<file path="src/inc/icsc_consts.vh">
// Purpose: Register map, field positions and reset values of the interrupt control block
// Assumes: 32-bit classic Wishbone, one aligned word per 16-bit register
// Notes:   Definitions only
`ifndef ICSC_CONSTS_VH
`define ICSC_CONSTS_VH

// Register byte addresses
`define ICSC_ADR_ALU_STATUS   8'h00
`define ICSC_ADR_CORE_CTRL    8'h04
`define ICSC_ADR_INT_CTRL1    8'h08
`define ICSC_ADR_INT_CTRL2    8'h0c
`define ICSC_ADR_INT_CTRL3    8'h10
`define ICSC_ADR_INT_CTRL4    8'h14
`define ICSC_ADR_VEC_STATUS   8'h18
`define ICSC_ADR_FLAG0        8'h20
`define ICSC_ADR_ENABLE0      8'h24
`define ICSC_ADR_PRIO0        8'h28
`define ICSC_ADR_PRIO1        8'h2c
`define ICSC_ADR_PRIO2        8'h30
`define ICSC_ADR_PRIO3        8'h34

// Field positions
`define ICSC_CPL_LSB          5
`define ICSC_CPL_MSB          7
`define ICSC_PLMSB_BIT        3
`define ICSC_NESTING_DISABLE_BIT       15
`define ICSC_MATH_BIT         4
`define ICSC_ADDR_BIT         3
`define ICSC_STACK_BIT        2
`define ICSC_OSC_BIT          1
`define ICSC_GIE_BIT          15
`define ICSC_DISABLE_INSTR_ACTIVE_BIT         14
`define ICSC_SOFT_TRAP_STATUS_BIT       13
`define ICSC_ALTERNATE_VECTOR_TABLE_BIT         8
`define ICSC_DMT_BIT          15
`define ICSC_ECC_BIT          1
`define ICSC_SW_HARD_TRAP_FLAG_BIT         0
`define ICSC_CPU_REQUEST_PENDING_BIT       15
`define ICSC_VECTOR_CAPTURE_SELECT_BIT        13

// Reset values
`define ICSC_RST_CTRL2        16'h8000
`define ICSC_RST_ZERO16       16'h0000

// Vector numbers
`define ICSC_VEC_OSC          8'h00
`define ICSC_VEC_ADDR         8'h01
`define ICSC_VEC_HARD         8'h02
`define ICSC_VEC_STACK        8'h03
`define ICSC_VEC_MATH         8'h04
`define ICSC_VEC_SOFT         8'h06
`define ICSC_VEC_USER_BASE    8'h08

// Levels
`define ICSC_LVL_BLOCK_USER   3'h7
`define ICSC_LVL_TRAP_BASE    4'h8

// Synchroniser fill count before pin edges count
`define ICSC_SYNC_WARM        2'h3
`define ICSC_SYNC_STEP        2'h1

`endif

</file>
<file path="src/icsc_interrupt_control_status.v">
// Purpose: Interrupt control and status logic: flags, enables, priorities, traps, CPU level
// Assumes: Single clock, classic Wishbone slave, CPU core on the same clock
// Notes:   Sixteen user sources, external interrupts 0..4 on sources 0..4
//
// Implementation choices: the register offsets and the Wishbone interface to the registers.
`timescale 1ns/1ps
`include "icsc_consts.vh"

module icsc_interrupt_control_status #(
  parameter NUM_SRC = 16,
  parameter NUM_EXT = 5
) (
  // Clock and reset
  input  wire                 ref_clk,
  input  wire                 rst_n,
  // Wishbone slave
  input  wire                 wb_cyc_i,
  input  wire                 wb_stb_i,
  input  wire                 wb_we_i,
  input  wire [7:0]           wb_adr_i,
  input  wire [3:0]           wb_sel_i,
  input  wire [31:0]          wb_dat_i,
  output wire [31:0]          wb_dat_o,
  output wire                 wb_ack_o,
  // Event sources
  input  wire [NUM_EXT-1:0]   extIrqPin,
  input  wire [NUM_SRC-1:0]   srcEvent,
  input  wire                 mathTrapEvt,
  input  wire                 addrTrapEvt,
  input  wire                 stackTrapEvt,
  input  wire                 oscTrapEvt,
  input  wire                 deadmanTrapEvt,
  input  wire                 eccTrapEvt,
  input  wire                 swHardTrapEvt,
  // CPU core side
  input  wire                 disiActive,
  input  wire                 altTableAllowed,
  input  wire                 irqAck,
  input  wire                 cpuLevelLoad,
  input  wire [3:0]           cpuLevelIn,
  output wire                 irqReq,
  output wire [7:0]           irqVector,
  output wire [3:0]           irqLevel,
  output wire [3:0]           cpuLevel,
  output wire                 useAltTable
);

  // Byte-lane merge of a 16-bit register write
  function [15:0] laneMerge;
    input [15:0] oldVal;
    input [15:0] newVal;
    input [1:0]  sel;
    reg   [15:0] mask;
    begin
      mask = {{8{sel[1]}}, {8{sel[0]}}};
      laneMerge = (oldVal & ~mask) | (newVal & mask);
    end
  endfunction

  // Software cannot set a clear-only bit, only clear it
  function [15:0] clearOnly;
    input [15:0] oldVal;
    input [15:0] merged;
    begin
      clearOnly = oldVal & merged;
    end
  endfunction

  // State
  reg                 ackFf;
  reg  [31:0]         rdDataFf;
  reg  [2:0]          cplLowFf;
  reg                 plMsbFf;
  reg  [15:0]         ctrl1Ff;
  reg  [15:0]         ctrl2Ff;
  reg                 deadmanFf;
  reg  [1:0]          ctrl4Ff;
  reg                 vholdFf;
  reg  [7:0]          vecNumFf;
  reg  [3:0]          newLvlFf;
  reg                 cpuReqPendFf;
  reg  [7:0]          ackVecFf;
  reg  [15:0]         flagFf;
  reg  [15:0]         enableFf;
  reg  [63:0]         prioFf;
  reg  [NUM_EXT-1:0]  extSyncAFf;
  reg  [NUM_EXT-1:0]  extSyncBFf;
  reg  [NUM_EXT-1:0]  extPrevFf;
  reg  [1:0]          syncWarmFf;
  reg                 irqReqFf;
  reg  [7:0]          irqVecFf;
  reg  [3:0]          irqLvlFf;

  // Combinational
  reg  [31:0]         nxt_rdData;
  reg  [15:0]         nxt_flag;
  reg  [3:0]          bestPrio;
  reg  [7:0]          bestVec;
  reg                 bestValid;
  reg                 anyCand;
  reg  [3:0]          trapLvl;
  reg  [7:0]          trapVec;
  reg                 trapValid;
  integer             i;

  wire                wbReq;
  wire                wbWr;
  wire [15:0]         wrData;
  wire [1:0]          wrSel;
  wire [NUM_EXT-1:0]  extEdge;
  wire [15:0]         ctrl4Wr;
  wire [15:0]         hwSet;
  wire                userBlocked;
  wire [2:0]          trapFlags1;
  wire                hardTrap;
  wire                softTrap;
  wire                reqValid;
  wire [7:0]          reqVec;
  wire [3:0]          reqLvl;

  // Bus handshake: ack one cycle after the strobe, write lands on the ack edge
  assign wbReq    = wb_cyc_i & wb_stb_i;
  assign wbWr     = wbReq & wb_we_i & ackFf;
  assign wrData   = wb_dat_i[15:0];
  assign wrSel    = wb_sel_i[1:0];
  assign wb_ack_o = ackFf;
  assign wb_dat_o = rdDataFf;

  // Level seen by arbitration
  assign cpuLevel = {plMsbFf, cplLowFf};

  // Users blocked by level bits or by the global enable
  assign userBlocked = plMsbFf
                     | (cplLowFf == `ICSC_LVL_BLOCK_USER)
                     | ~ctrl2Ff[`ICSC_GIE_BIT];

  // Selected edge on synchronised pin, polarity one means falling;
  // held off until the stages hold real pin levels, else a pin idling high fakes an edge
  assign extEdge = (extSyncBFf ^ extPrevFf)
                 & (extSyncBFf ^ ctrl2Ff[NUM_EXT-1:0])
                 & {NUM_EXT{syncWarmFf == `ICSC_SYNC_WARM}};

  // Hardware set terms: external pins on the lowest sources
  assign hwSet = srcEvent | {{(16-NUM_EXT){1'b0}}, extEdge};

  assign useAltTable = ctrl2Ff[`ICSC_ALTERNATE_VECTOR_TABLE_BIT] & altTableAllowed;

  // Trap grouping onto the generic vectors
  assign trapFlags1 = {ctrl1Ff[`ICSC_ADDR_BIT], ctrl1Ff[`ICSC_STACK_BIT], ctrl1Ff[`ICSC_MATH_BIT]};
  assign hardTrap   = ctrl4Ff[`ICSC_ECC_BIT] | ctrl4Ff[`ICSC_SW_HARD_TRAP_FLAG_BIT];
  assign softTrap   = deadmanFf | ctrl2Ff[`ICSC_SOFT_TRAP_STATUS_BIT];

  // Clear-only write value of control four
  assign ctrl4Wr = clearOnly({14'h0000, ctrl4Ff}, laneMerge({14'h0000, ctrl4Ff}, wrData, wrSel));

  // User arbitration: highest priority, lowest vector on a tie
  always @*
  begin
    bestPrio  = 4'h0;
    bestVec   = `ICSC_VEC_USER_BASE;
    bestValid = 1'b0;
    anyCand   = 1'b0;
    for (i = 0; i < NUM_SRC; i = i + 1)
    begin
      if (flagFf[i] && enableFf[i] && ctrl2Ff[`ICSC_GIE_BIT])
      begin
        anyCand = 1'b1;
        if ({1'b0, prioFf[i*4 +: 3]} > bestPrio)
        begin
          bestPrio  = {1'b0, prioFf[i*4 +: 3]};
          bestVec   = `ICSC_VEC_USER_BASE + i[7:0];
          bestValid = 1'b1;
        end
      end
    end
  end

  // Trap arbitration: lower vector ranks higher, level above any user level
  always @*
  begin
    trapValid = 1'b1;
    trapVec   = `ICSC_VEC_OSC;
    trapLvl   = `ICSC_LVL_TRAP_BASE + 4'h7;
    if (ctrl1Ff[`ICSC_OSC_BIT])
    begin
      trapVec = `ICSC_VEC_OSC;
      trapLvl = `ICSC_LVL_TRAP_BASE + 4'h7;
    end
    else if (trapFlags1[2])
    begin
      trapVec = `ICSC_VEC_ADDR;
      trapLvl = `ICSC_LVL_TRAP_BASE + 4'h6;
    end
    else if (hardTrap)
    begin
      trapVec = `ICSC_VEC_HARD;
      trapLvl = `ICSC_LVL_TRAP_BASE + 4'h5;
    end
    else if (trapFlags1[1])
    begin
      trapVec = `ICSC_VEC_STACK;
      trapLvl = `ICSC_LVL_TRAP_BASE + 4'h4;
    end
    else if (trapFlags1[0])
    begin
      trapVec = `ICSC_VEC_MATH;
      trapLvl = `ICSC_LVL_TRAP_BASE + 4'h3;
    end
    else if (softTrap)
    begin
      trapVec = `ICSC_VEC_SOFT;
      trapLvl = `ICSC_LVL_TRAP_BASE;
    end
    else
    begin
      trapValid = 1'b0;
    end
  end

  // Traps ignore the global enable and the level high bit, only the level itself
  assign reqValid = (trapValid && (trapLvl > cpuLevel))
                  | (bestValid && !userBlocked && (bestPrio > cpuLevel));
  assign reqVec   = (trapValid && (trapLvl > cpuLevel)) ? trapVec : bestVec;
  assign reqLvl   = (trapValid && (trapLvl > cpuLevel)) ? trapLvl : bestPrio;

  assign irqReq    = irqReqFf;
  assign irqVector = irqVecFf;
  assign irqLevel  = irqLvlFf;

  // Request flags: a hardware set wins over a clear in the same cycle
  always @*
  begin
    nxt_flag = flagFf;
    if (wbWr && (wb_adr_i == `ICSC_ADR_FLAG0))
    begin
      nxt_flag = laneMerge(flagFf, wrData, wrSel);
    end
    nxt_flag = nxt_flag | hwSet;
  end

  // Read data mux, unmapped addresses read zero
  always @*
  begin
    nxt_rdData = 32'h0000_0000;
    case (wb_adr_i)
      `ICSC_ADR_ALU_STATUS: nxt_rdData[`ICSC_CPL_MSB:`ICSC_CPL_LSB] = cplLowFf;
      `ICSC_ADR_CORE_CTRL:  nxt_rdData[`ICSC_PLMSB_BIT] = plMsbFf;
      `ICSC_ADR_INT_CTRL1:  nxt_rdData[15:0] = ctrl1Ff;
      `ICSC_ADR_INT_CTRL2:  nxt_rdData[15:0] = ctrl2Ff | {1'b0, disiActive, 14'h0000};
      `ICSC_ADR_INT_CTRL3:  nxt_rdData[`ICSC_DMT_BIT] = deadmanFf;
      `ICSC_ADR_INT_CTRL4:  nxt_rdData[1:0] = ctrl4Ff;
      `ICSC_ADR_VEC_STATUS: nxt_rdData[15:0] = {cpuReqPendFf, 1'b0, vholdFf, 1'b0,
                                                newLvlFf, vecNumFf};
      `ICSC_ADR_FLAG0:      nxt_rdData[15:0] = flagFf;
      `ICSC_ADR_ENABLE0:    nxt_rdData[15:0] = enableFf;
      `ICSC_ADR_PRIO0:      nxt_rdData[15:0] = prioFf[15:0];
      `ICSC_ADR_PRIO1:      nxt_rdData[15:0] = prioFf[31:16];
      `ICSC_ADR_PRIO2:      nxt_rdData[15:0] = prioFf[47:32];
      `ICSC_ADR_PRIO3:      nxt_rdData[15:0] = prioFf[63:48];
      default:              nxt_rdData = 32'h0000_0000;
    endcase
  end

  // Bus slave registers
  always @(posedge ref_clk)
  begin
    if (!rst_n)
    begin
      ackFf    <= 1'b0;
      rdDataFf <= 32'h0000_0000;
    end
    else
    begin
      ackFf <= wbReq & ~ackFf;
      if (wbReq && !ackFf)
        rdDataFf <= nxt_rdData;
    end
  end

  // Pin synchronisers: first stage read only by the second
  always @(posedge ref_clk)
  begin
    if (!rst_n)
    begin
      extSyncAFf <= {NUM_EXT{1'b0}};
      extSyncBFf <= {NUM_EXT{1'b0}};
      extPrevFf  <= {NUM_EXT{1'b0}};
      syncWarmFf <= 2'h0;
    end
    else
    begin
      if (syncWarmFf != `ICSC_SYNC_WARM)
        syncWarmFf <= syncWarmFf + `ICSC_SYNC_STEP;
      extSyncAFf <= extIrqPin;
      extSyncBFf <= extSyncAFf;
      extPrevFf  <= extSyncBFf;
    end
  end

  // Flags, enables and priorities
  always @(posedge ref_clk)
  begin
    if (!rst_n)
    begin
      flagFf   <= `ICSC_RST_ZERO16;
      enableFf <= `ICSC_RST_ZERO16;
      prioFf   <= 64'h0000_0000_0000_0000;
    end
    else
    begin
      flagFf <= nxt_flag;
      if (wbWr && (wb_adr_i == `ICSC_ADR_ENABLE0))
        enableFf <= laneMerge(enableFf, wrData, wrSel);
      // Reserved bit 3 of each nibble stays zero
      if (wbWr && (wb_adr_i == `ICSC_ADR_PRIO0))
        prioFf[15:0]  <= laneMerge(prioFf[15:0], wrData, wrSel) & 16'h7777;
      if (wbWr && (wb_adr_i == `ICSC_ADR_PRIO1))
        prioFf[31:16] <= laneMerge(prioFf[31:16], wrData, wrSel) & 16'h7777;
      if (wbWr && (wb_adr_i == `ICSC_ADR_PRIO2))
        prioFf[47:32] <= laneMerge(prioFf[47:32], wrData, wrSel) & 16'h7777;
      if (wbWr && (wb_adr_i == `ICSC_ADR_PRIO3))
        prioFf[63:48] <= laneMerge(prioFf[63:48], wrData, wrSel) & 16'h7777;
    end
  end

  // Control registers and trap flags; trap events win over software clears
  always @(posedge ref_clk)
  begin
    if (!rst_n)
    begin
      ctrl1Ff   <= `ICSC_RST_ZERO16;
      ctrl2Ff   <= `ICSC_RST_CTRL2;
      deadmanFf <= 1'b0;
      ctrl4Ff   <= 2'h0;
      vholdFf   <= 1'b0;
    end
    else
    begin
      if (wbWr && (wb_adr_i == `ICSC_ADR_INT_CTRL1))
        ctrl1Ff <= (laneMerge(ctrl1Ff, wrData, wrSel) & 16'h801e)
                 | {11'h000, mathTrapEvt, addrTrapEvt, stackTrapEvt, oscTrapEvt, 1'b0};
      else
        ctrl1Ff <= ctrl1Ff
                 | {11'h000, mathTrapEvt, addrTrapEvt, stackTrapEvt, oscTrapEvt, 1'b0};
      // Bit 14 is never stored; it reflects the core live
      if (wbWr && (wb_adr_i == `ICSC_ADR_INT_CTRL2))
        ctrl2Ff <= laneMerge(ctrl2Ff, wrData, wrSel) & 16'ha11f;
      if (wbWr && (wb_adr_i == `ICSC_ADR_INT_CTRL3) && wrSel[1])
        deadmanFf <= wrData[`ICSC_DMT_BIT] | deadmanTrapEvt;
      else
        deadmanFf <= deadmanFf | deadmanTrapEvt;
      if (wbWr && (wb_adr_i == `ICSC_ADR_INT_CTRL4))
        ctrl4Ff <= ctrl4Wr[1:0] | {eccTrapEvt, swHardTrapEvt};
      else
        ctrl4Ff <= ctrl4Ff | {eccTrapEvt, swHardTrapEvt};
      if (wbWr && (wb_adr_i == `ICSC_ADR_VEC_STATUS) && wrSel[1])
        vholdFf <= wrData[`ICSC_VECTOR_CAPTURE_SELECT_BIT];
    end
  end

  // CPU level: acknowledge and core restore load it, software writes steer it
  always @(posedge ref_clk)
  begin
    if (!rst_n)
    begin
      cplLowFf <= 3'h0;
      plMsbFf  <= 1'b0;
    end
    else if (irqAck && irqReqFf)
    begin
      // With nesting off a user handler runs at level 7 so nothing user can preempt
      if (ctrl1Ff[`ICSC_NESTING_DISABLE_BIT] && !irqLvlFf[3])
        cplLowFf <= `ICSC_LVL_BLOCK_USER;
      else
        cplLowFf <= irqLvlFf[2:0];
      plMsbFf <= irqLvlFf[3];
    end
    else if (cpuLevelLoad)
    begin
      cplLowFf <= cpuLevelIn[2:0];
      plMsbFf  <= cpuLevelIn[3];
    end
    else
    begin
      if (wbWr && (wb_adr_i == `ICSC_ADR_ALU_STATUS) && wrSel[0]
          && !ctrl1Ff[`ICSC_NESTING_DISABLE_BIT])
        cplLowFf <= wrData[`ICSC_CPL_MSB:`ICSC_CPL_LSB];
      if (wbWr && (wb_adr_i == `ICSC_ADR_CORE_CTRL) && wrSel[0])
        plMsbFf <= plMsbFf & wrData[`ICSC_PLMSB_BIT];
    end
  end

  // Request to the CPU and status capture
  always @(posedge ref_clk)
  begin
    if (!rst_n)
    begin
      irqReqFf     <= 1'b0;
      irqVecFf     <= 8'h00;
      irqLvlFf     <= 4'h0;
      ackVecFf     <= 8'h00;
      vecNumFf     <= 8'h00;
      newLvlFf     <= 4'h0;
      cpuReqPendFf <= 1'b0;
    end
    else
    begin
      irqReqFf <= reqValid & ~(irqAck & irqReqFf);
      irqVecFf <= reqVec;
      irqLvlFf <= reqLvl;
      if (irqAck && irqReqFf)
        ackVecFf <= irqVecFf;
      // Capture select picks live pending or last acknowledged
      vecNumFf <= vholdFf ? reqVec : ((irqAck && irqReqFf) ? irqVecFf : ackVecFf);
      newLvlFf <= reqLvl;
      // Waiting source held back by the CPU level, or a request the CPU has not yet acknowledged
      cpuReqPendFf <= (anyCand && !reqValid) | (irqReqFf && !irqAck);
    end
  end

endmodule // icsc_interrupt_control_status
</file>
<file path="config.mk">
export PLATFORM = sky130hd
export DESIGN_NAME = icsc_interrupt_control_status
export DESIGN_NICKNAME = d
export VERILOG_FILES = /design/src/icsc_interrupt_control_status.v
export VERILOG_INCLUDE_DIRS = /design/src /design/src/inc
export SDC_FILE = /design/constraint.sdc
export NUM_CORES = 1
export LEC_CHECK = 0
export ABC_CLOCK_PERIOD_IN_PS = 29600
export BUFFER_PORTS_ARGS = -buffer_cell sky130_fd_sc_hd__buf_2
export CORE_MARGIN = 4
export CORE_UTILIZATION = 59
export DETAILED_ROUTE_END_ITERATION = 10
export GPL_TIMING_DRIVEN = 1
export PLACE_DENSITY_LB_ADDON = 0.05
export SYNTH_ARGS = -nofsm -noshare
export SYNTH_HDL_FRONTEND = slang
export SYNTH_SLANG_ARGS = --single-unit
</file>
<file path="constraint.sdc">
create_clock -name ref_clk -period 29.6 [get_ports ref_clk]
set_clock_uncertainty 0.15 [all_clocks]
set_input_delay 1.48 -clock ref_clk [delete_from_list [all_inputs] [get_ports ref_clk]]
set_output_delay 1.48 -clock ref_clk [all_outputs]
set_load 0.02 [all_outputs]
</file>
; ---- Yosys cells after proc, flatten, opt, wreduce, memory -nomap -nowiden
; Index checks and enable logic that the tools add are counted.
[word_totals]
regBits = 176
in_bits = 85
out_inout_bits = 51
[op_classes]
add_sub_neg = 1
magnitude_cmp = 18
eq_ne = 15
n_mux = 150
bitwise_logic = 51
n_reduce_logical = 67
[ops]
columns = cell, count
row1 = two-way mux 8 bit, 31
row2 = two-way mux 4 bit, 31
row3 = bitwise AND 16 bit, 5
row4 = bitwise OR 16 bit, 5
row5 = one-hot mux 7 bit (9 select lines), 1
row6 = bitwise AND 15 bit, 4
row7 = > comparator 3 x 4 -> 1 bit, 15
row8 = two-way mux 1 bit, 60
row9 = bitwise OR 15 bit, 4
row10 = logical AND 1 bit, 58
row11 = two-way mux 3 bit, 18
row12 = equality test 8 x 6 -> 1 bit (second input constant), 6
row13 = bitwise OR 16 x 5 -> 16 bit, 3
row14 = two-way mux 16 bit, 2
row15 = one-hot mux 3 bit (10 select lines), 1
row16 = equality test 8 x 5 -> 1 bit (second input constant), 3
row17 = one-hot mux 2 bit (10 select lines), 1
row18 = one-hot mux 1 bit (9 select lines), 2
row19 = equality test 8 x 4 -> 1 bit (second input constant), 2
row20 = NOT 16 bit, 1
row21 = bitwise OR 16 x 15 -> 16 bit, 1
row22 = one-hot mux 1 bit (6 select lines), 2
row23 = bitwise AND 5 bit, 2
row24 = bitwise XOR 5 bit, 2
row25 = other kinds (16), 42

; ---- Depth between registers and ports, before layout
[logic_depth]
depth_word = 54
mapped_depth = 107
mapped_depth_nobuf = 105

; ---- Worst setup path after synthesis
; OpenSTA, ideal clock, no wires.
[synth_path]
path_type = register to register
from = reg with a tool-made name
to = reg irqReqFf, in the netlist irqReq
setup_ns = 0.060
arrival_time_ns = 17.944
t_required_ns = 29.390
setup_slack_ns = 11.446
stages_incl_launch_ff = 102
path_buffers = 2
path_cell_list = dfxtp_1 buf_6 and3_1 nand2_1 ha_1 nor3b_1 a211o_1 and2_1 a21oi_1 ha_1 nor3b_1 a211o_1 o211a_1 a211oi_1 o21bai_1 ha_1 nor3b_1 nor3_1 (+66 left out) nand2b_1 a21oi_1 o21a_1 nor3_1 a211o_1 a31oi_1 ha_1 inv_1 a21oi_1 nor2_1 o221a_2 a311o_1 and2_1 ha_1 nand3_1 nand4b_1 o31ai_2 and3_1
[synth_rtl]
columns = item, line_no
row1 = to (signal assigned), icsc_interrupt_control_status.v:408  ; irqReqFf <= reqValid & ~(irqAck & irqReqFf);
row2 = to (decl), icsc_interrupt_control_status.v:90  ; reg irqReqFf;

==> results.json <==
{
  "cpMostUsedCell": "ha_1",
  "ys_types": 88,
  "drive_above_1_share_pct": 15.75,
  "place_hpwl_mm": 23.80,
  "cp_data_required_time_ns": 29.84,
  "finalWeightedCongestion": 0.9925,
  "p_leak_uw": 0.004606,
  "grt_pass1_wl_mm": 48.83,
  "clk_path_buf_depth": 2,
  "synthArstFlopShare_pct": 0,
  "ios": 136,
  "numPortBuffers": 98,
  "grt_pass1_vias": 8636,
  "vias": 9462,
  "synth_flop_cell": "dfxtp_1",
  "finalWirelength_mm": 32.09,
  "viasPerCell": 6.262,
  "rsz0062_at_grt": "no",
  "syn2layout_area_growth_pct": 11.85,
  "crit_path_end": "irqReq",
  "yosysWarnings": 0,
  "vdd_drop_max_v": 0.00004485,
  "ant_nets": 0,
  "status": "completed",
  "root_buffer": "clkbuf_16",
  "clkTransAtPathRegs_ns": 0.08,
  "cts_buffers": 17,
  "detail_route.iter0.violations": 1138,
  "drv_cap": 0,
  "fin_crit_sh_pct": 73.95,
  "clock_sinks": 162,
  "synth_edf_count": 0,
  "routedWlPerCell_um": 21.23,
  "fp.dieArea_sq_um": 18770,
  "dp.cells": 1479,
  "reg2reg_slack_ns": 7.71,
  "grt_max_degree": 95,
  "fin_setup_tns_ns": 0,
  "coreArea_sq_um": 16120,
  "final_common_cell": "dfxtp_1",
  "final_cell_mix": "dfxtp_1 (162), nand2_1 (158), a21oi_1 (125)",
  "grt_antenna_before_repair": 1,
  "hold_viol": 0,
  "fin_crit_ns": 21.89,
  "start_util_pct": 60.92,
  "worstSkewPairLatency_ns": 0.44,
  "slowest_stage": "dfxtp_1",
  "cp_max_fo": 21,
  "track_usage_pct": 34.22,
  "cts_tree": "built",
  "firstDrtPassIters": 8,
  "finalPower_uw": 498.0,
  "crit_type": "flop to flop",
  "drc": 0,
  "syn_area_sq_um": 9817,
  "slew_viol_final": 0,
  "final_cells": 1511,
  "worst_pin_slew_ns": 1.087,
  "fmax_mhz": 45.68,
  "ys_ff_latch": 162,
  "die_x_um": 137.0,
  "insertedDiodeCount": 0,
  "ys_seq_area_share_pct": 33.04,
  "r2r_cells": 99,
  "crit_path_end_kind": "flop",
  "n_fill_cell": 1374,
  "syn_area_per_cell_sq_um": 8.120,
  "setup_viol": 0,
  "slowest_delay_ns": 0.72,
  "hp-class": "flop to flop",
  "cts_hold_buffers": 0,
  "worstPathArrival_ns": 22.12,
  "final_nets": 1434,
  "cts_max_level": 4,
  "post-cts-setup-buffers": 0,
  "rows": 46,
  "power_density_nw_per_um2": 45.36,
  "r2r-end": "irqReq",
  "slew_headroom_pct": 27.53,
  "grt-ovfl-total": 0,
  "startpoint_type": "flop",
  "chipHeight_um": 137.0,
  "syn_inst": 1209,
  "ctsResizeCount": 0
}
[how the worst min path moves through the flow]
stage,from,end,depth (start not counted),slack [ns]
6_report,extSyncAFf[1],extSyncBFf[1],1,0.28
3_5_place_dp,extSyncAFf[0],extSyncBFf[0],1,0.27
3_3_place_gp,extSyncAFf[4],extSyncBFf[4],1,0.26
4_1_cts,extSyncAFf[0],extSyncBFf[0],1,0.29
2_1_floorplan,extSyncAFf[0],extSyncBFf[0],1,0.26
5_1_grt,extSyncAFf[4],extSyncBFf[4],1,0.31
[metal layers]
metal  up-vias  wire length (um)  GRT usage [%]
li1       4443                 -              -
met1      4376             13490          46.48
met2       538             14080          52.78
met3       103              3191          6.949
met4         2              1311          14.75
met5         -                13              0
[power by group]
group	switching (uW)	internal, uW
sequential	6.70	224
clock	114	116
combinational	25.2	12.8
total	146	353
[critical path: cells and delay by family (launching register included)]
kind / cells / cell delay (ns)
muxes: 2 / 0.67
and+or+nand+nor: 36 / 5.21
buffers and inverters: 3 / 0.50
adders and majority gates: 16 / 4.40
AOI/OAI and AO/OA: 42 / 10.16
DFF: 1 / 0.72
[cell families after synthesis]
family,share of synthesized area [%]
AOI/OAI and AO/OA,22.39
xor gates and xnor gates,0.08923
adders and majority gates,8.539
buffers and inverters,6.666
DFF,33.04
muxes,6.870
other,0.03820
and+or+nand+nor,22.37
[stage by stage]
| stage | setup slack, ns | util [%] | hold slack [ns] | cell area (sq um) |
|---|---|---|---|---|
| 3_3_place_gp | 8.415 | 64.28 | 0.2631 | 10360 |
| 5_1_grt | 6.346 | 68.14 | 0.3058 | 10980 |
| 2_1_floorplan | 11.45 | - | 0.2619 | 9884 |
| 4_1_cts | 7.977 | 68.14 | 0.2854 | 10980 |
| 6_report | 7.711 | 68.14 | 0.2840 | 10980 |
| 3_5_place_dp | 8.094 | 64.28 | 0.2669 | 10360 |
[synth_stat cells, types with 8 or more instances]
cell type  count  area share [%]
a211o_1        9            0.80
a21oi_1      125             6.4
a222oi_1      12             1.2
a22oi_1       27             2.1
a31oi_1        9            0.57
and2_1        27             1.7
and3_1        17             1.1
buf_4         20             1.5
clkbuf_1      44             1.7
dfxtp_1      162              33
ha_1          67             8.5
inv_1         74             2.8
mux2i_1       58             5.9
nand2_1      158             6.0
nand2b_1      12            0.76
nand3_1       70             3.6
nor2_1       107             4.1
nor3_1        13            0.66
o21a_1         8            0.61
o21ai_0       34             1.7
[layout make-up]
class | instances | area (sq um) | share of cell area [%]
multi-input cells | 919 | 6000 | 54.64
inverters | 74 | 280.3 | 2.552
well taps | 216 | 270.3 | 2.461
clock buffers | 17 | 425.4 | 3.874
repair buffers | 108 | 565.5 | 5.150
clock inverters | 15 | 196.4 | 1.789
flip-flops and latches | 162 | 3243 | 29.54
(Power assumes the default switching activity.)
